[src/design/pcu_pkg.sv]
// Package for the protection unit and cache maintenance block
`default_nettype none
package pcu_pkg;
    // ------------------------------------------------------------
    // Coprocessor register numbers
    // ------------------------------------------------------------
    localparam logic [3:0] REG_PERM = 4'h5;
    localparam logic [3:0] REG_REGION = 4'h6;
    localparam logic [3:0] REG_CACHEOP = 4'h7;
    localparam logic [3:0] REG_LOCK = 4'h9;
    localparam logic [3:0] REG_LEGACY = 4'hF;
    localparam logic [3:0] REG_CTRL = 4'h1;
    // ------------------------------------------------------------
    // Secondary opcode values
    // ------------------------------------------------------------
    localparam logic [2:0] OP2_DATA = 3'h0;
    localparam logic [2:0] OP2_INSTR = 3'h1;
    localparam logic [2:0] OP2_ENTRY = 3'h2;
    localparam logic [2:0] OP2_WFI = 3'h4;
    localparam logic [2:0] OP2_DRAIN = 3'h4;
    // ------------------------------------------------------------
    // Cache operation selectors
    // ------------------------------------------------------------
    localparam logic [3:0] SEL_WFI = 4'h0;
    localparam logic [3:0] SEL_IFLUSH = 4'h5;
    localparam logic [3:0] SEL_DFLUSH = 4'h6;
    localparam logic [3:0] SEL_LEG_WFI = 4'h8;
    localparam logic [3:0] SEL_CLEAN = 4'hA;
    localparam logic [3:0] SEL_PREF = 4'hD;
    localparam logic [3:0] SEL_CLFL = 4'hE;
    // ------------------------------------------------------------
    // Field layouts
    // ------------------------------------------------------------
    localparam int AREAS = 8;
    localparam int AP_W = 2;
    localparam int PERM_W = AREAS * AP_W;
    localparam int BASE_LSB = 12;
    localparam int SIZE_LSB = 1;
    localparam int SIZE_W = 5;
    localparam int EN_BIT = 0;
    localparam int IDX_LSB = 26;
    localparam int IDX_W = 6;
    localparam int SEG_LSB = 4;
    localparam int SEG_W = 2;
    localparam int LINE_LSB = 6;
    localparam int LOAD_BIT = 31;
    localparam int PU_EN_BIT = 0;
    localparam logic [4:0] SIZE_MIN = 5'h0B;
    localparam logic [31:0] REGION_MASK = 32'hFFFFF03F;
    localparam logic [31:0] LOCK_MASK = 32'h8000003F;
    localparam logic [31:0] ZERO_W = 32'h00000000;
    // ------------------------------------------------------------
    // Types
    // ------------------------------------------------------------
    typedef enum logic [1:0] {
        AP_NONE = 2'b00,
        AP_PRIV = 2'b01,
        AP_USER_RO = 2'b10,
        AP_FULL = 2'b11
    } pcu_ap_t;
    typedef enum logic [1:0] {
        ST_RUN = 2'b00,
        ST_WFI = 2'b01,
        ST_DRAIN = 2'b10
    } pcu_state_t;
    typedef struct packed {
        logic wr;
        logic rd;
        logic [3:0] crn;
        logic [3:0] region_select_field;
        logic [2:0] op2;
        logic [31:0] data;
    } pcu_xfer_t;
    typedef struct packed {
        logic valid;
        logic [2:0] kind;
        logic [31:0] arg;
    } pcu_cop_t;
    localparam logic [2:0] K_IFLUSH_ALL = 3'h0;
    localparam logic [2:0] K_IFLUSH_ONE = 3'h1;
    localparam logic [2:0] K_DFLUSH_ALL = 3'h2;
    localparam logic [2:0] K_DFLUSH_ONE = 3'h3;
    localparam logic [2:0] K_DCLEAN_ONE = 3'h4;
    localparam logic [2:0] K_DCLFL_ONE = 3'h5;
    localparam logic [2:0] K_IPREFETCH = 3'h6;
endpackage
`default_nettype wire

[src/design/pcu_top.sv]
// Protection unit registers and cache maintenance operations
// What this block does
// - op2 0 data, 1 instruction permissions
// - Eight 2-bit area permission fields
// - Encoding: none, priv, user-RO, full
// - Regions ignored while unit disabled
// - Reset clears region enable bits, not base or size
// - Eight regions, op2 set, field picks
// - Base 31:12, size 5:1, enable 0
// - Size codes below 01011 reserved
// - c5/c6 flush whole or single entry
// - Clean, clean-flush, prefetch selectors
// - Cache-op reads return zero
// - Entry index 31:26, segment 5:4
// - Prefetch line 31:6, segment 5:4
// - Wait-for-interrupt freezes clocks until wake
// - Interrupts wake regardless of masking
// - Debug wakes only when permitted
// - Pending interrupt taken before next instruction
// - Drain holds wait until buffer empty
// - Lockdown op2 0 data, 1 instruction
// - Lockdown load bit 31, index 5:0
// - Control bit 0 enables, reset clear
`default_nettype none
module pcu_top
    import pcu_pkg::*;
(
    input wire logic mclk_in,
    input wire logic rst_in,
    input wire pcu_xfer_t xfer_in,
    input wire logic wbuf_empty_in,
    input wire logic fast_irq_in_n,
    input wire logic normal_irq_in_n,
    input wire logic ext_debug_request_in,
    input wire logic debug_permit_in,
    input wire logic dbg_req_bit_in,
    output logic [31:0] rdata_out,
    output logic coproc_wait_n,
    output logic clk_freeze_out,
    output logic debug_entry_out,
    output logic pu_enable_out,
    output pcu_cop_t cop_out,
    output logic [PERM_W-1:0] dperm_out,
    output logic [PERM_W-1:0] iperm_out,
    output logic [AREAS-1:0] dregion_act_out,
    output logic [AREAS-1:0] iregion_act_out
);
    // ------------------------------------------------------------
    // Pin synchronisers
    // ------------------------------------------------------------
    logic [3:0] pin_s1_ff;
    logic [3:0] pin_s2_ff;
    logic fiq_act;
    logic irq_act;
    logic edbg_act;
    logic debug_permit_in_act;

    always_ff @(posedge mclk_in) begin
        if (rst_in) begin
            // Idle levels: interrupts high, debug request and permit low
            pin_s1_ff <= 4'hC;
            pin_s2_ff <= 4'hC;
        end else begin
            pin_s1_ff <= {fast_irq_in_n, normal_irq_in_n, ext_debug_request_in, debug_permit_in};
            pin_s2_ff <= pin_s1_ff;
        end
    end
    assign fiq_act = ~pin_s2_ff[3];
    assign irq_act = ~pin_s2_ff[2];
    assign edbg_act = pin_s2_ff[1];
    assign debug_permit_in_act = pin_s2_ff[0];

    // ------------------------------------------------------------
    // Decode helpers
    // ------------------------------------------------------------
    function automatic logic hit(input pcu_xfer_t x, input logic [3:0] crn,
                                 input logic [3:0] region_select_field, input logic [2:0] op2);
        hit = x.crn == crn && x.region_select_field == region_select_field && x.op2 == op2;
    endfunction

    function automatic logic size_ok(input logic [31:0] r);
        size_ok = r[SIZE_LSB +: SIZE_W] >= SIZE_MIN;
    endfunction

    logic wr;
    assign wr = xfer_in.wr;

    // ------------------------------------------------------------
    // Permission registers
    // ------------------------------------------------------------
    logic [PERM_W-1:0] dperm_ff;
    logic [PERM_W-1:0] iperm_ff;

    always_ff @(posedge mclk_in) begin
        if (wr && hit(xfer_in, REG_PERM, 4'h0, OP2_DATA)) begin
            dperm_ff <= xfer_in.data[PERM_W-1:0];
        end
        if (wr && hit(xfer_in, REG_PERM, 4'h0, OP2_INSTR)) begin
            iperm_ff <= xfer_in.data[PERM_W-1:0];
        end
    end

    // ------------------------------------------------------------
    // Control enable and lockdown registers
    // ------------------------------------------------------------
    logic pu_en_ff;
    logic [31:0] dlock_ff;
    logic [31:0] ilock_ff;

    always_ff @(posedge mclk_in) begin
        if (rst_in) begin
            pu_en_ff <= 1'b0;
        end else if (wr && hit(xfer_in, REG_CTRL, 4'h0, OP2_DATA)) begin
            pu_en_ff <= xfer_in.data[PU_EN_BIT];
        end
    end

    always_ff @(posedge mclk_in) begin
        if (rst_in) begin
            dlock_ff <= ZERO_W;
            ilock_ff <= ZERO_W;
        end else begin
            if (wr && hit(xfer_in, REG_LOCK, 4'h0, OP2_DATA)) begin
                dlock_ff <= xfer_in.data & LOCK_MASK;
            end
            if (wr && hit(xfer_in, REG_LOCK, 4'h0, OP2_INSTR)) begin
                ilock_ff <= xfer_in.data & LOCK_MASK;
            end
        end
    end

    // ------------------------------------------------------------
    // Region registers
    // ------------------------------------------------------------
    logic [31:0] dreg_ff [AREAS];
    logic [31:0] ireg_ff [AREAS];
    logic [AREAS-1:0] dact_ff;
    logic [AREAS-1:0] iact_ff;

    genvar g;
    generate
        for (g = 0; g < AREAS; g++) begin : g_region
            always_ff @(posedge mclk_in) begin
                if (rst_in) begin
                    dreg_ff[g][EN_BIT] <= 1'b0;
                    ireg_ff[g][EN_BIT] <= 1'b0;
                end else begin
                    if (wr && hit(xfer_in, REG_REGION, 4'(g), OP2_DATA)) begin
                        dreg_ff[g] <= xfer_in.data & REGION_MASK;
                    end
                    if (wr && hit(xfer_in, REG_REGION, 4'(g), OP2_INSTR)) begin
                        ireg_ff[g] <= xfer_in.data & REGION_MASK;
                    end
                end
            end
            always_ff @(posedge mclk_in) begin
                if (rst_in) begin
                    dact_ff[g] <= 1'b0;
                    iact_ff[g] <= 1'b0;
                end else begin
                    // Region live only with unit on and legal size
                    dact_ff[g] <= pu_en_ff && dreg_ff[g][EN_BIT] && size_ok(dreg_ff[g]);
                    iact_ff[g] <= pu_en_ff && ireg_ff[g][EN_BIT] && size_ok(ireg_ff[g]);
                end
            end
        end
    endgenerate

    // ------------------------------------------------------------
    // Read mux
    // ------------------------------------------------------------
    logic [31:0] nxt_rdata;

    always_comb begin
        nxt_rdata = ZERO_W;
        if (xfer_in.crn == REG_PERM && xfer_in.op2 == OP2_DATA) begin
            nxt_rdata = {16'h0000, dperm_ff};
        end else if (xfer_in.crn == REG_PERM && xfer_in.op2 == OP2_INSTR) begin
            nxt_rdata = {16'h0000, iperm_ff};
        end else if (xfer_in.crn == REG_REGION && xfer_in.op2 == OP2_DATA) begin
            nxt_rdata = dreg_ff[xfer_in.region_select_field[2:0]];
        end else if (xfer_in.crn == REG_REGION && xfer_in.op2 == OP2_INSTR) begin
            nxt_rdata = ireg_ff[xfer_in.region_select_field[2:0]];
        end else if (xfer_in.crn == REG_LOCK && xfer_in.op2 == OP2_DATA) begin
            nxt_rdata = dlock_ff;
        end else if (xfer_in.crn == REG_LOCK && xfer_in.op2 == OP2_INSTR) begin
            nxt_rdata = ilock_ff;
        end else if (xfer_in.crn == REG_CTRL) begin
            nxt_rdata = {31'h00000000, pu_en_ff};
        end
        // Cache-op register reads fall through to zero
    end

    logic [31:0] rdata_ff;
    always_ff @(posedge mclk_in) begin
        if (rst_in) begin
            rdata_ff <= ZERO_W;
        end else if (xfer_in.rd) begin
            rdata_ff <= nxt_rdata;
        end
    end

    // ------------------------------------------------------------
    // Cache operation decode
    // ------------------------------------------------------------
    pcu_cop_t nxt_cop;
    pcu_cop_t cop_ff;
    logic is_op7;
    assign is_op7 = wr && xfer_in.crn == REG_CACHEOP;

    always_comb begin
        nxt_cop = '0;
        if (is_op7) begin
            nxt_cop.valid = 1'b1;
            nxt_cop.arg = xfer_in.data & 32'hFC000030;
            if (xfer_in.region_select_field == SEL_IFLUSH && xfer_in.op2 == OP2_DATA) begin
                nxt_cop.kind = K_IFLUSH_ALL;
            end else if (xfer_in.region_select_field == SEL_IFLUSH && xfer_in.op2 == OP2_ENTRY) begin
                nxt_cop.kind = K_IFLUSH_ONE;
            end else if (xfer_in.region_select_field == SEL_DFLUSH && xfer_in.op2 == OP2_DATA) begin
                nxt_cop.kind = K_DFLUSH_ALL;
            end else if (xfer_in.region_select_field == SEL_DFLUSH && xfer_in.op2 == OP2_ENTRY) begin
                nxt_cop.kind = K_DFLUSH_ONE;
            end else if (xfer_in.region_select_field == SEL_CLEAN && xfer_in.op2 == OP2_ENTRY) begin
                nxt_cop.kind = K_DCLEAN_ONE;
            end else if (xfer_in.region_select_field == SEL_CLFL && xfer_in.op2 == OP2_ENTRY) begin
                nxt_cop.kind = K_DCLFL_ONE;
            end else if (xfer_in.region_select_field == SEL_PREF && xfer_in.op2 == OP2_INSTR) begin
                nxt_cop.kind = K_IPREFETCH;
                nxt_cop.arg = xfer_in.data & 32'hFFFFFFF0;
            end else begin
                nxt_cop.valid = 1'b0;
            end
            if (nxt_cop.kind == K_IFLUSH_ALL || nxt_cop.kind == K_DFLUSH_ALL) begin
                nxt_cop.arg = ZERO_W;
            end
        end
    end

    always_ff @(posedge mclk_in) begin
        if (rst_in) begin
            cop_ff <= '0;
        end else begin
            cop_ff <= nxt_cop;
        end
    end

    // ------------------------------------------------------------
    // Wait-for-interrupt and drain state machine
    // ------------------------------------------------------------
    pcu_state_t state_ff;
    pcu_state_t nxt_state;
    logic wfi_req;
    logic drain_req;
    logic wake_irq;
    logic wake_dbg;
    logic wait_ff;
    logic freeze_ff;
    logic dbg_entry_ff;

    assign wfi_req = (is_op7 && xfer_in.region_select_field == SEL_WFI && xfer_in.op2 == OP2_WFI)
        || (wr && hit(xfer_in, REG_LEGACY, SEL_LEG_WFI, OP2_ENTRY));
    assign drain_req = is_op7 && xfer_in.region_select_field == SEL_CLEAN && xfer_in.op2 == OP2_DRAIN;
    assign wake_irq = fiq_act || irq_act;
    assign wake_dbg = debug_permit_in_act && (edbg_act || dbg_req_bit_in);

    always_comb begin
        nxt_state = state_ff;
        unique case (state_ff)
            ST_RUN: begin
                if (wfi_req) begin
                    nxt_state = ST_WFI;
                end else if (drain_req) begin
                    nxt_state = ST_DRAIN;
                end
            end
            ST_WFI: begin
                if (wake_irq || wake_dbg) begin
                    nxt_state = ST_RUN;
                end
            end
            ST_DRAIN: begin
                if (wbuf_empty_in) begin
                    nxt_state = ST_RUN;
                end
            end
            default: nxt_state = ST_RUN;
        endcase
    end

    always_ff @(posedge mclk_in) begin
        if (rst_in) begin
            state_ff <= ST_RUN;
            wait_ff <= 1'b0;
            freeze_ff <= 1'b0;
            dbg_entry_ff <= 1'b0;
        end else begin
            state_ff <= nxt_state;
            wait_ff <= nxt_state == ST_DRAIN;
            freeze_ff <= nxt_state == ST_WFI;
            // Debug wake steers core into debug state first
            dbg_entry_ff <= state_ff == ST_WFI && wake_dbg;
        end
    end

    assign coproc_wait_n = ~wait_ff;
    assign clk_freeze_out = freeze_ff;
    assign debug_entry_out = dbg_entry_ff;
    assign pu_enable_out = pu_en_ff;
    assign cop_out = cop_ff;
    assign dperm_out = dperm_ff;
    assign iperm_out = iperm_ff;
    assign dregion_act_out = dact_ff;
    assign iregion_act_out = iact_ff;
    assign rdata_out = rdata_ff;

    // ------------------------------------------------------------
    // Assertions
    // ------------------------------------------------------------
    property p_perm_store;
        @(posedge mclk_in) disable iff (rst_in)
        wr && hit(xfer_in, REG_PERM, 4'h0, OP2_INSTR) |=> iperm_out == $past(xfer_in.data[15:0]);
    endproperty
    a_perm_store: assert property (p_perm_store) else $error("instr perm not stored");

    property p_region_disabled;
        @(posedge mclk_in) disable iff (rst_in)
        !pu_en_ff |=> dregion_act_out == 8'h00 && iregion_act_out == 8'h00;
    endproperty
    a_region_disabled: assert property (p_region_disabled) else $error("region live while off");

    property p_reset_en;
        @(posedge mclk_in) rst_in |=> !dreg_ff[0][0] && !ireg_ff[7][0] && !pu_enable_out;
    endproperty
    a_reset_en: assert property (p_reset_en) else $error("enable not cleared");

    property p_region_fmt;
        @(posedge mclk_in) disable iff (rst_in)
        wr && hit(xfer_in, REG_REGION, 4'h3, OP2_DATA) |=> dreg_ff[3][11:6] == 6'h00;
    endproperty
    a_region_fmt: assert property (p_region_fmt) else $error("unused region bits kept");

    property p_flush;
        @(posedge mclk_in) disable iff (rst_in)
        is_op7 && xfer_in.region_select_field == SEL_DFLUSH && xfer_in.op2 == OP2_ENTRY
        |=> cop_out.valid && cop_out.kind == K_DFLUSH_ONE;
    endproperty
    a_flush: assert property (p_flush) else $error("dcache entry flush missing");

    property p_prefetch;
        @(posedge mclk_in) disable iff (rst_in)
        is_op7 && xfer_in.region_select_field == SEL_PREF && xfer_in.op2 == OP2_INSTR
        |=> cop_out.kind == K_IPREFETCH && cop_out.arg[31:6] == $past(xfer_in.data[31:6]);
    endproperty
    a_prefetch: assert property (p_prefetch) else $error("prefetch address lost");

    property p_wfi;
        @(posedge mclk_in) disable iff (rst_in)
        state_ff == ST_RUN && wfi_req |=> clk_freeze_out;
    endproperty
    a_wfi: assert property (p_wfi) else $error("clocks not frozen");

    property p_wake;
        @(posedge mclk_in) disable iff (rst_in)
        state_ff == ST_WFI && wake_irq |=> !clk_freeze_out;
    endproperty
    a_wake: assert property (p_wake) else $error("interrupt did not wake");

    property p_dbg_block;
        @(posedge mclk_in) disable iff (rst_in)
        state_ff == ST_WFI && !debug_permit_in_act && !wake_irq |=> clk_freeze_out;
    endproperty
    a_dbg_block: assert property (p_dbg_block) else $error("woke without permit");

    property p_drain;
        @(posedge mclk_in) disable iff (rst_in)
        state_ff == ST_DRAIN && !wbuf_empty_in |=> !coproc_wait_n;
    endproperty
    a_drain: assert property (p_drain) else $error("wait dropped early");

    property p_lock;
        @(posedge mclk_in) disable iff (rst_in)
        wr && hit(xfer_in, REG_LOCK, 4'h0, OP2_INSTR) |=> ilock_ff[30:6] == 25'h0;
    endproperty
    a_lock: assert property (p_lock) else $error("lockdown reserved bits kept");
endmodule
`default_nettype wire

[config.mk]
export PLATFORM = sky130hd
export DESIGN_NAME = pcu_top
export DESIGN_NICKNAME = d
export VERILOG_FILES = /design/src/design/pcu_pkg.sv /design/src/design/pcu_top.sv
export SDC_FILE = /design/constraint.sdc
export NUM_CORES = 1
export LEC_CHECK = 0
export BUFFER_PORTS_ARGS = -buffer_cell sky130_fd_sc_hd__buf_2
export CAP_MARGIN = 20
export CORE_MARGIN = 8
export CORE_UTILIZATION = 45
export CTS_BUF_LIST = sky130_fd_sc_hd__clkbuf_16
export CTS_CLUSTER_DIAMETER = 60
export DETAILED_ROUTE_END_ITERATION = 6
export HOLD_SLACK_MARGIN = 0.12
export PLACE_DENSITY_LB_ADDON = 0.3
export SETUP_SLACK_MARGIN = 0.1
export SLEW_MARGIN = 0
export SYNTH_ARGS = -nofsm -noshare
export SYNTH_HDL_FRONTEND = slang
export SYNTH_SLANG_ARGS = --single-unit
[constraint.sdc]
create_clock -name mclk_in -period 10.4 [get_ports mclk_in]
set_input_delay 0.52 -clock mclk_in [delete_from_list [all_inputs] [get_ports mclk_in]]
set_output_delay 0.52 -clock mclk_in [all_outputs]
set_load 0.01 [all_outputs]
* After elaboration in Yosys (flattened, before gate mapping)
Memory sizes are Yosys's and may differ from the RTL's. Cells that the tools add are included.
Storage, ports and cells: flip-flop bits (word level) 144, word-level logic and storage cells 317, bits of input ports 53, memory bits (writable) 416, memories kept 2, output and inout bits 120
Memory list:
- dreg_ff | depth 8, width 26, read ports 9, clocked after Yosys merged registers in 0, write ports 8, line pcu_top.sv:135 | logic [31:0] dreg_ff [AREAS];
- ireg_ff | depth 8, width 26, read ports 9, clocked after Yosys merged registers in 0, write ports 8, line pcu_top.sv:136 | logic [31:0] ireg_ff [AREAS];
Operators by class: multiplexer cells 99, equal/unequal tests 25, bitwise operators 21, reduce and logical (&&, ||, !) cells 121, magnitude comparators 16
Operators with widths (count):
- 2-to-1 mux 32 bit | 12
- logical AND 1 bit | 108
- >= comparator 5 x 4 -> 1 bit (second input constant) | 16
- 2-to-1 mux 1 bit | 74
- 2-to-1 mux 35 bit | 1
- == test 4 x 3 -> 1 bit (second input constant) | 7
- == test 4 bit (second input constant) | 6
- 2-to-1 mux 3 bit | 7
- OR 1 bit | 16
- OR reduction 10 bit | 1
- OR reduction 9 bit | 1
- == test 4 x 1 -> 1 bit (second input constant) | 2
- == test 4 x 2 -> 1 bit (second input constant) | 2
- 2-to-1 mux 2 bit | 4
- == test 3 x 2 -> 1 bit (second input constant) | 2
- logical NOT 3 bit | 2
- one-hot mux 2 bit (3 select lines) | 1
- logical OR 1 bit | 5
- NOT 1 bit | 5
- == test 2 x 1 -> 1 bit (second input constant) | 2
- == test 2 bit (second input constant) | 2
- logical NOT 4 bit | 1
- == test 3 x 1 -> 1 bit (second input constant) | 1
- == test 3 bit (second input constant) | 1
- other kinds (3) | 3

* Longest topological paths before layout
Gate-level depths: netlist (run 1).
word-level depth 13, depth in mapped cells 8, depth with buffers taken out 5

* Worst setup path before layout (run 1)
No wires, ideal clock.
path type input port to flip-flop, start point input port xfer_in[34] (netlist bit), end point memory dreg_ff[1][10] (netlist bit) (enable), library setup time 0.438 ns, data required time 9.962 ns, path slack 6.687 ns, stages on the path 4, buffers on the path 1, arrival 3.275 ns, cell sequence buf_2 -> nor4b_1 -> nand3_1 -> nor3_1
RTL lines:
- start: declaration | line pcu_top.sv:30 | input wire pcu_xfer_t xfer_in,
- end: declaration | line pcu_top.sv:135

==> results.yml, run 1 <==
status:
  status: "completed"
critical_path:
  r2r-start: "ireg_ff[3][4]"
  crit_type: "in -> reg"
  end_kind: "flip-flop"
  worst_path_most_repeated_cell: "buf_4"
  crit_family: "simple AND/OR/NAND/NOR gates"
  slowest_stage: "nor2_4"
  cp.required_ps: 10630
  start_kind: "input pin"
  rrSetupSlack_ps: 8520
  startpoint: "xfer_in[36]"
  worstPathCellList: "buf_4 -> buf_4 -> nor2_1 -> and3_1 -> nand2_1 -> nor2_4"
  crit_buf_inv: 2
  slowest_delay_ps: 800
  crit_fanout: 73
  arrival_ps: 3270
die:
  start_util_pct: 45.7
  die_w_um: 234
  fp.dieH_um: 234
  die-area_mm2: 0.0545
  coreArea_mm2: 0.0467
  rows: 79
  pin_count: 173
synth:
  synth.distinct_cells: 60
  synth_top_area_share_pct: 63.2
  ys_ff_latch: 556
  synth_edf_count: 448
  synth_top_cells_by_area: "edfxtp_1 (63%), mux4_2 (11%), dfxtp_1 (10%)"
  synth_top_flop_cell: "edfxtp_1"
  async_flop_share_pct: 0
  syn_area_per_cell_um2: 17.7
  netlist_area_mm2: 0.0213
  synth_top_cell_by_area: "edfxtp_1"
  synth_cells: 1202
  yosysWarnings: 0
  ys_seq_area_share_pct: 73.3
power_and_ir_drop:
  leakage_nw: 8.74
  pwr_density_cell_mw_per_mm2: 186
  peakVddDrop_uv: 130
global_routing:
  grt_max_degree: 75
  grt_pass1_wl_um: 76400
  antenna_found_initial: 1
  grt_usage_pct: 18.9
  grt_pass1_vias: 11800
  grt_overflow: 0
clock_network:
  clkSinkCount: 556
  cts-resized-gates: 0
  htree_levels: 2
  clock_tree.root_cell: "clkbuf_16"
  cts_made_buffers: 58
  clk_pin_slew_ps: 60
  cts_max_path_buffers: 3
  cts_tree: "done"
  clk_latency_ps: 620
  cts_setup_buffers: 0
timing:
  max-slew-margin-rel_pct: 26.6
  hold_violations: 0
  tightestPinTransition_ps: 1100
  tns_ps: 0
  fmax_mhz: 329
  fin_crit_ps: 3040
  skew_ps: 23.4
  drv_slew: 0
  rsz0062_at_grt: "false"
  finalSetupViolCount: 0
  fin_ws_ps: 7360
  fin_crit_sh_pct: 29.3
routing:
  dr.pass1.iters: 6
  ant_nets: 0
  drc_errors: 0
  route.vias.total: 11900
  viasPerCell: 5.80
  drt_iter0_markers: 1184
  wire_per_inst_um: 25.5
  drt-total-wl_um: 52200
job:
  cap_violations: 0
hold_path:
  hp-start: "xfer_in[0]"
  hold_class: "in -> reg"
cells_and_area:
  nets: 1447
  fillCellCount: 3706
  diodes: 0
  drive_above_1_share_pct: 28.6
  mostFrequentLayoutCells: "edfxtp_1 (448), buf_2 (165), dfxtp_1 (108)"
  area_delta_synth_final_pct: 17.2
  final_common_cell: "edfxtp_1"
placed_design:
  place_ws_ps: 6800
  io_buffer_count: 168
  dp_hpwl_um: 29800
  place_congestion: 0.837
[power breakdown]
group,internal [W],switching [W]
combinational,0.0000711,0.000110
clock,0.00117,0.000865
sequential,0.00241,0.00000405
total,0.00365,0.000979
[kinds of logic after synthesis]
group	synth area share, %
xor+xnor	0.0411
buf+inv	1.70
other cells	0.0176
simple gates	6.29
compound gates	5.02
flops	73.3
mux	13.6
[through the flow]
step | std cells | util (%) | instance area, µm² | hold WS, ps | power [W]
after floorplan | 1205 | - | 21300 | 389 | 0.00257
after global placement | 1924 | 48.9 | 22800 | 394 | 0.00263
after detailed placement | 1925 | 48.9 | 22800 | 395 | 0.00264
after CTS | 2045 | 53.2 | 24800 | 195 | 0.00467
after global routing | 2051 | 53.5 | 25000 | 205 | 0.00477
final | 2051 | 53.5 | 25000 | 226 | 0.00463
[what timing repair did]
action,in CTS,in global routing
endpoints found under the setup margin,0,0
endpoints found under the hold margin,20,0
hold buffers,10,0
[synthesized netlist by cell type, types with 9 or more instances]
cell type / instances
a21o_1: 32
a21oi_1: 32
a221oi_1: 11
and2_1: 29
buf_2: 26
clkbuf_1: 33
dfxtp_1: 108
edfxtp_1: 448
mux2i_1: 59
mux4_2: 100
nand2_1: 30
nand2b_1: 11
nand3_1: 17
nor2_1: 68
nor2b_1: 9
nor3_1: 24
nor3b_1: 20
o21ai_0: 14
o21bai_1: 15
o22ai_1: 22
[path summary, 6_finish.rpt]
| check | end | cells past startpoint |
|---|---|---|
| max | dreg_ff[0][8] | 6 |
| min | iperm_out[0] | 1 |
| min reg2reg | pin_s2_ff[3] | 1 |
| max reg2reg | rdata_out[4] | 5 |
[final cells by class]
class	count	area, µm²	share of cell area (%)
well taps	607	759	3.04
clock inverters	50	394	1.58
multi-input cells	573	5450	21.8
repair buffers	201	1230	4.92
clock buffers	60	1500	6.02
inverters	4	15.0	0.0602
flip-flops and latches	556	15600	62.6
[routing by layer]
layer	vias to the layer above	global-route usage (%)	wire length, µm
met5	-	0	0
li1	5165	-	-
met4	0	5.17	1160
met3	88	4.25	4690
met1	6054	27.0	22700
met2	583	29.2	23700
[sequential cells by signal, indices dropped and copies added (netlist names)]
signal / count
dreg_ff: 208
ireg_ff: 208
cop_out: 32
rdata_out: 32
dperm_out: 16
iperm_out: 16
dregion_act_out: 8
iregion_act_out: 8
dlock_ff: 7
ilock_ff: 7
pin_s1_ff: 4
pin_s2_ff: 4
state_ff: 2
clk_freeze_out: 1
debug_entry_out: 1
pu_enable_out: 1
wait_ff: 1
Note: power is estimated with default switching activity, not from simulation.
==> run 2, diff against run 1 <==
--- a/config.mk
+++ b/config.mk
@@ -5,6 +5,7 @@
 export SDC_FILE = /design/constraint.sdc
 export NUM_CORES = 1
 export LEC_CHECK = 0
+export ABC_AREA = 1
 export BUFFER_PORTS_ARGS = -buffer_cell sky130_fd_sc_hd__buf_2
 export CAP_MARGIN = 20
 export CORE_MARGIN = 8
==> constraint.sdc (replaced) <==
create_clock -name mclk_in -period 2.54 [get_ports mclk_in]
set_input_delay 0.127 -clock mclk_in [delete_from_list [all_inputs] [get_ports mclk_in]]
set_output_delay 0.127 -clock mclk_in [all_outputs]
set_load 0.01 [all_outputs]
==> run 2 against run 1 <==
Compared with the run above:
- utilization grew 0.81 points
- sequential cell count is the same
- global-route usage grew 2.7 points
- setup slack lost 7200 ps
- via count grew 28%
- register-to-register slack lost 7900 ps
- clock skew shrank 13 ps
- sequential power grew to 4.1 times the previous value
- clock-buffer cell count shrank 3
- area after synthesis grew 2.3%
- critical path type unchanged
==> results.yml, run 2 <==
status:
  status: "completed"
clock_network:
  cts_made_buffers: 55
  clock_tree.root_cell: "clkbuf_16"
  clkSinkCount: 556
  cts_max_path_buffers: 3
  clk_pin_slew_ps: 60
  cts_tree: "done"
  clk_latency_ps: 620
  htree_levels: 2
critical_path:
  crit_type: "in -> reg"
  crit_fanout: 4
  start_kind: "input pin"
  end_kind: "flip-flop"
  arrival_ps: 2890
  crit_buf_inv: 4
  worstPathCellList: "dlygate4sd3_1 -> buf_2 -> nand2_1 -> dlygate4sd3_1 -> nor3b_2 -> nand4_1 -> a221oi_1 -> dlygate4sd3_1"
  worst_path_most_repeated_cell: "dlygate4sd3_1"
  slowest_delay_ps: 600
  cp.required_ps: 3090
  slowest_stage: "dlygate4sd3_1"
  crit_family: "buffers and inverters"
routing:
  route.vias.total: 15200
  drt-total-wl_um: 61800
  viasPerCell: 5.51
  wire_per_inst_um: 22.4
  ant_nets: 0
  wl_met1_um: 24500
  wl_met2_um: 30300
  dr.pass1.iters: 5
  wl_met3_um: 4720
  highest_layer: "met5"
  drc_errors: 0
  drt_iter0_markers: 1537
power_and_ir_drop:
  pwr-share-seq_pct: 53.0
  comb_power_share_pct: 4.8
  p_sw_share_pct: 22.1
  switchingPower_w: 0.00412
  peakVddDrop_uv: 397
  pwr_density_cell_mw_per_mm2: 718
  clock_power_share_pct: 42.2
  p_int_w: 0.0145
  leakage_nw: 9.80
placed_design:
  placed_area_mm2: 0.0235
  place_congestion: 0.913
  dp_hpwl_um: 37700
  io_buffer_count: 168
  place_ws_ps: 435
synth:
  yosysWarnings: 0
  synth.distinct_cells: 45
  ys_ff_latch: 556
  synth_edf_count: 448
  async_flop_share_pct: 0
  ys_seq_area_share_pct: 71.6
  synth_top_cell_by_area: "edfxtp_1"
  syn_area_per_cell_um2: 11.8
  synth_top_flop_cell: "edfxtp_1"
  synth_cells: 1850
  netlist_area_mm2: 0.0218
  synthTopCellsByCount: "edfxtp_1 (448), nand2_1 (358), nor2_1 (196)"
  yosysMostFrequentCell: "edfxtp_1"
  synth_top_cells_by_area: "edfxtp_1 (62%), dfxtp_1 (9.9%), nand2_1 (6.2%)"
  synth_top_area_share_pct: 61.7
timing:
  fin_crit_ps: 2340
  drv_slew: 0
  fin_ws_ps: 201
  tightestPinTransition_ps: 1040
  max-slew-margin-rel_pct: 30.4
  tns_ps: 0
  fin_crit_sh_pct: 92.1
  hold_violations: 0
  skew_ps: 10.4
  fmax_mhz: 428
  finalSetupViolCount: 0
  rsz0062_at_grt: "false"
cells_and_area:
  reg_top3: "dreg_ff: 208 flops, ireg_ff: 208 flops"
  area_delta_synth_final_pct: 19.0
  mostFrequentLayoutCells: "edfxtp_1 (448), nand2_1 (357), nor2_1 (181)"
  fillCellCount: 3969
  drive_above_1_share_pct: 17.6
  diodes: 0
  nets: 2153
  final_common_cell: "edfxtp_1"
  final_cell_area_mm2: 0.0259
die:
  start_util_pct: 45.6
  rows: 80
  die-area_mm2: 0.0557
  die_w_um: 236
  pin_count: 173
  fp.dieH_um: 236
  coreArea_mm2: 0.0477
hold_path:
  hold_class: "in -> reg"
global_routing:
  grt_pass1_vias: 15200
  grt_overflow: 0
  grt_usage_pct: 21.6
  antenna_found_initial: 2
  grt_max_degree: 71
  grt_pass1_wl_um: 92700
job:
  cap_violations: 0
==> run 2: repair_timing <==
action	in CTS	in global routing
endpoints found under the setup margin	0	9
setup buffers	0	6
resized for setup	0	2
hold buffers	61	0
hold endpoints to repair	503	0
==> run 2: worst paths after layout <==
check	start	to	slack, ps	cells after the start
setup / recovery	xfer_in[40]	state_ff[1]	200	8
hold / removal	xfer_in[33]	clk_freeze_out	200	6
setup reg to reg	ireg_ff[1][1]	rdata_out[1]	570	9
hold reg to reg	pin_s1_ff[0]	pin_s2_ff[0]	410	2
==> run 2: through the flow <==
step	hold slack (ps)	cells	util [%]	power, W
final	202	2762	54.3	0.0186
after global routing	218	2762	54.3	0.0191
after CTS	148	2755	54.2	0.0188
after detailed placement	316	2590	49.2	0.0109
after global placement	311	2590	49.2	0.0109
after floorplan	226	1853	-	0.0105
==> run 2: kinds of logic (layout without fill, tap and decap cells) <==
family          Yosys count  count (layout)  share of synthesized area, %
other cells               1               4                        0.0172
mux                       1               1                        0.0459
simple gates            827             828                          17.2
compound gates          241             241                          6.40
buf+inv                 224             517                          4.70
flops                   556             556                          71.6
==> run 2: area by class of cell <==
cell class | instances | area (µm²) | share of cell area (%)
inverter | 125 | 474 | 1.83
tap | 615 | 769 | 2.97
multi-input combinational | 1074 | 5260 | 20.3
timing repair buffer | 288 | 2060 | 7.93
sequential | 556 | 15600 | 60.2
clock inverter | 47 | 325 | 1.25
clock buffer | 57 | 1430 | 5.50
==> run 2: power by group through the flow <==
stage | Combinational [W] | Sequential [W] | Clock (W)
global route | 0.000971 | 0.00986 | 0.00829
finish | 0.000895 | 0.00987 | 0.00786
CTS | 0.000886 | 0.00987 | 0.00800
detailed placement | 0.000818 | 0.0101 | 0
floorplan | 0.000461 | 0.0101 | 0
global placement | 0.000807 | 0.0101 | 0
==> run 2: per-layer routing <==
metal  track usage, %  up-vias
met4             8.25        2
li1                 -     6977
met2             36.5      650
met5                0        -
met3             3.45      136
met1             27.8     7462
==> run 2: tightest hold or removal path: cells and delay by family <==
kind                   cells  cell delay [ps]
AOI/OAI and AO/OA          2              250
buffers and inverters      2              200
and+or+nand+nor            2              190
==> run 3, diff against run 2 <==
--- a/config.mk
+++ b/config.mk
@@ -5,7 +5,6 @@
 export SDC_FILE = /design/constraint.sdc
 export NUM_CORES = 1
 export LEC_CHECK = 0
-export ABC_AREA = 1
 export BUFFER_PORTS_ARGS = -buffer_cell sky130_fd_sc_hd__buf_2
 export CAP_MARGIN = 20
 export CORE_MARGIN = 8
@@ -15,6 +14,7 @@
 export DETAILED_ROUTE_END_ITERATION = 6
 export HOLD_SLACK_MARGIN = 0.12
 export PLACE_DENSITY_LB_ADDON = 0.3
+export RECOVER_POWER = 25
 export SETUP_SLACK_MARGIN = 0.1
 export SLEW_MARGIN = 0
 export SYNTH_ARGS = -nofsm -noshare
==> run 3 against run 2 <==
Compared with the run above:
- cell area shrank 0.85%
- sequential power is essentially flat
- largest power group unchanged
- sequential share of layout area grew 0.52 points
- non-clock buffer count shrank 16
==> results.yml, run 3 (same netlist as run 1, synthesis figures left out) <==
critical_path:
  start_kind: "input pin"
  slowest_stage: "dlygate4sd3_1"
  r2r-start: "dreg_ff[0][0]"
  cp.required_ps: 2830
  reg2reg_depth: 5
  worstPathCellList: "dlygate4sd3_1 -> buf_2 -> and4bb_1 -> and3b_1 -> nand3_1 -> nor2_2 -> buf_12"
  startpoint: "xfer_in[42]"
  crit_type: "in -> reg"
  crit_fanout: 25
  end_kind: "flip-flop"
  rrSetupSlack_ps: 860
  crit_family: "simple AND/OR/NAND/NOR gates"
  slowest_delay_ps: 540
  crit_buf_inv: 3
  arrival_ps: 2420
  r2r-end: "rdata_out[0]"
  setup.worst_path.end: "dreg_ff[7][13]"
  cp.depth: 7
cells_and_area:
  mostFrequentLayoutCells: "edfxtp_1 (448), buf_2 (141), dfxtp_1 (108)"
  nets: 1517
  final_common_cell: "edfxtp_1"
  regArea_mm2: 0.0156
  drive_above_1_share_pct: 27.1
  stdcell_count: 2120
  final_util_pct: 55.1
  area_delta_synth_final_pct: 20.7
  diodes: 0
  multi_input_area_mm2: 0.00547
  reg_top3: "dreg_ff: 208 flops, ireg_ff: 208 flops"
  fillCellCount: 3652
timing:
  skew_ps: 8.56
  tightestPinTransition_ps: 787
  fin_crit_sh_pct: 83.9
  timing.hold.ws_ps: 178
  drv_slew: 0
  fin_crit_ps: 2130
  rsz0062_at_grt: "false"
  fin_ws_ps: 408
  hold_violations: 0
  finalSetupViolCount: 0
  max-slew-margin-rel_pct: 47.2
  fmax_mhz: 469
die:
  coreArea_mm2: 0.0467
  pin_count: 173
  die_w_um: 234
  rows: 79
  start_util_pct: 45.7
  fp.dieH_um: 234
  die-area_mm2: 0.0545
routing:
  ant_nets: 0
  route.vias.total: 12100
  drt-total-wl_um: 53400
  wire_per_inst_um: 25.2
  dr.pass1.iters: 5
  drt_iter0_markers: 1230
  viasPerCell: 5.72
  drc_errors: 0
clock_network:
  clk_latency_ps: 590
  htree_levels: 2
  clk_pin_slew_ps: 60
  cts_max_path_buffers: 3
  cts_tree: "done"
  cts_made_buffers: 57
  clkSinkCount: 556
  clock_tree.root_cell: "clkbuf_16"
global_routing:
  grt_pass1_vias: 12300
  antenna_found_initial: 0
  grt_usage_pct: 19.5
  grt_pass1_wl_um: 79100
  grt_overflow: 0
  grt_max_degree: 62
power_and_ir_drop:
  leakage_nw: 9.07
  total_power_w: 0.0188
  pwr_density_cell_mw_per_mm2: 733
  peakVddDrop_uv: 573
status:
  status: "completed"
hold_path:
  hold_class: "in -> reg"
placed_design:
  place_congestion: 0.911
  place_ws_ps: 361
  dp.cells: 1958
  io_buffer_count: 168
  dp_hpwl_um: 32200
job:
  cap_violations: 0
[run 3: layout make-up]
class                   count  share of cell area, %
clock buffers              61                   5.94
clock inverters            47                   1.25
inverters                   4                 0.0584
multi-input cells         573                   21.3
flip-flops and latches    556                   60.7
well taps                 607                   2.95
repair buffers            272                   7.78
[run 3: worst min path at each step]
stage,start,endpoint,depth (start not counted)
after global placement,xfer_in[9],iperm_out[9],1
after detailed placement,fast_irq_in_n,pin_s1_ff[3],2
after CTS,xfer_in[39],cop_out[35],4
after global routing,xfer_in[36],rdata_out[3],3
final,xfer_in[36],rdata_out[3],3
after floorplan,xfer_in[0],dperm_out[0],0
[run 3: timing repair]
item,in CTS,in global routing
setup buffers,0,0
hold buffers,54,0
gates resized for setup,0,0
endpoints found under the hold margin,502,0
[run 3: power breakdown]
group | internal [W] | switching, W | total [W]
Sequential | 0.00986 | 0.0000185 | 0.00988
Clock | 0.00472 | 0.00341 | 0.00813
Combinational | 0.000351 | 0.000474 | 0.000825
Total | 0.0149 | 0.00390 | 0.0188
[run 3: tightest hold or removal path: stages]
cell and delay, ps:
buf_4 240, a31oi_1 190, a32o_1 170
[run 3: stage by stage]
step                      instance area [µm²]  TNS (ps)
after global routing                    25700         0
after global placement                  23300         0
final                                   25700         0
after CTS                               25700         0
after floorplan                         21400     -8250
after detailed placement                23300         0
[run 3: layer usage]
layer	routed length (µm)	up-vias	part of all wire, %	track usage (%)
met5	0	-	0	0
met4	1360	0	2.5	5.64
met3	3890	86	7.3	3.52
met2	25700	489	48	31.6
met1	22500	6231	42	26.8
li1	-	5310	-	-
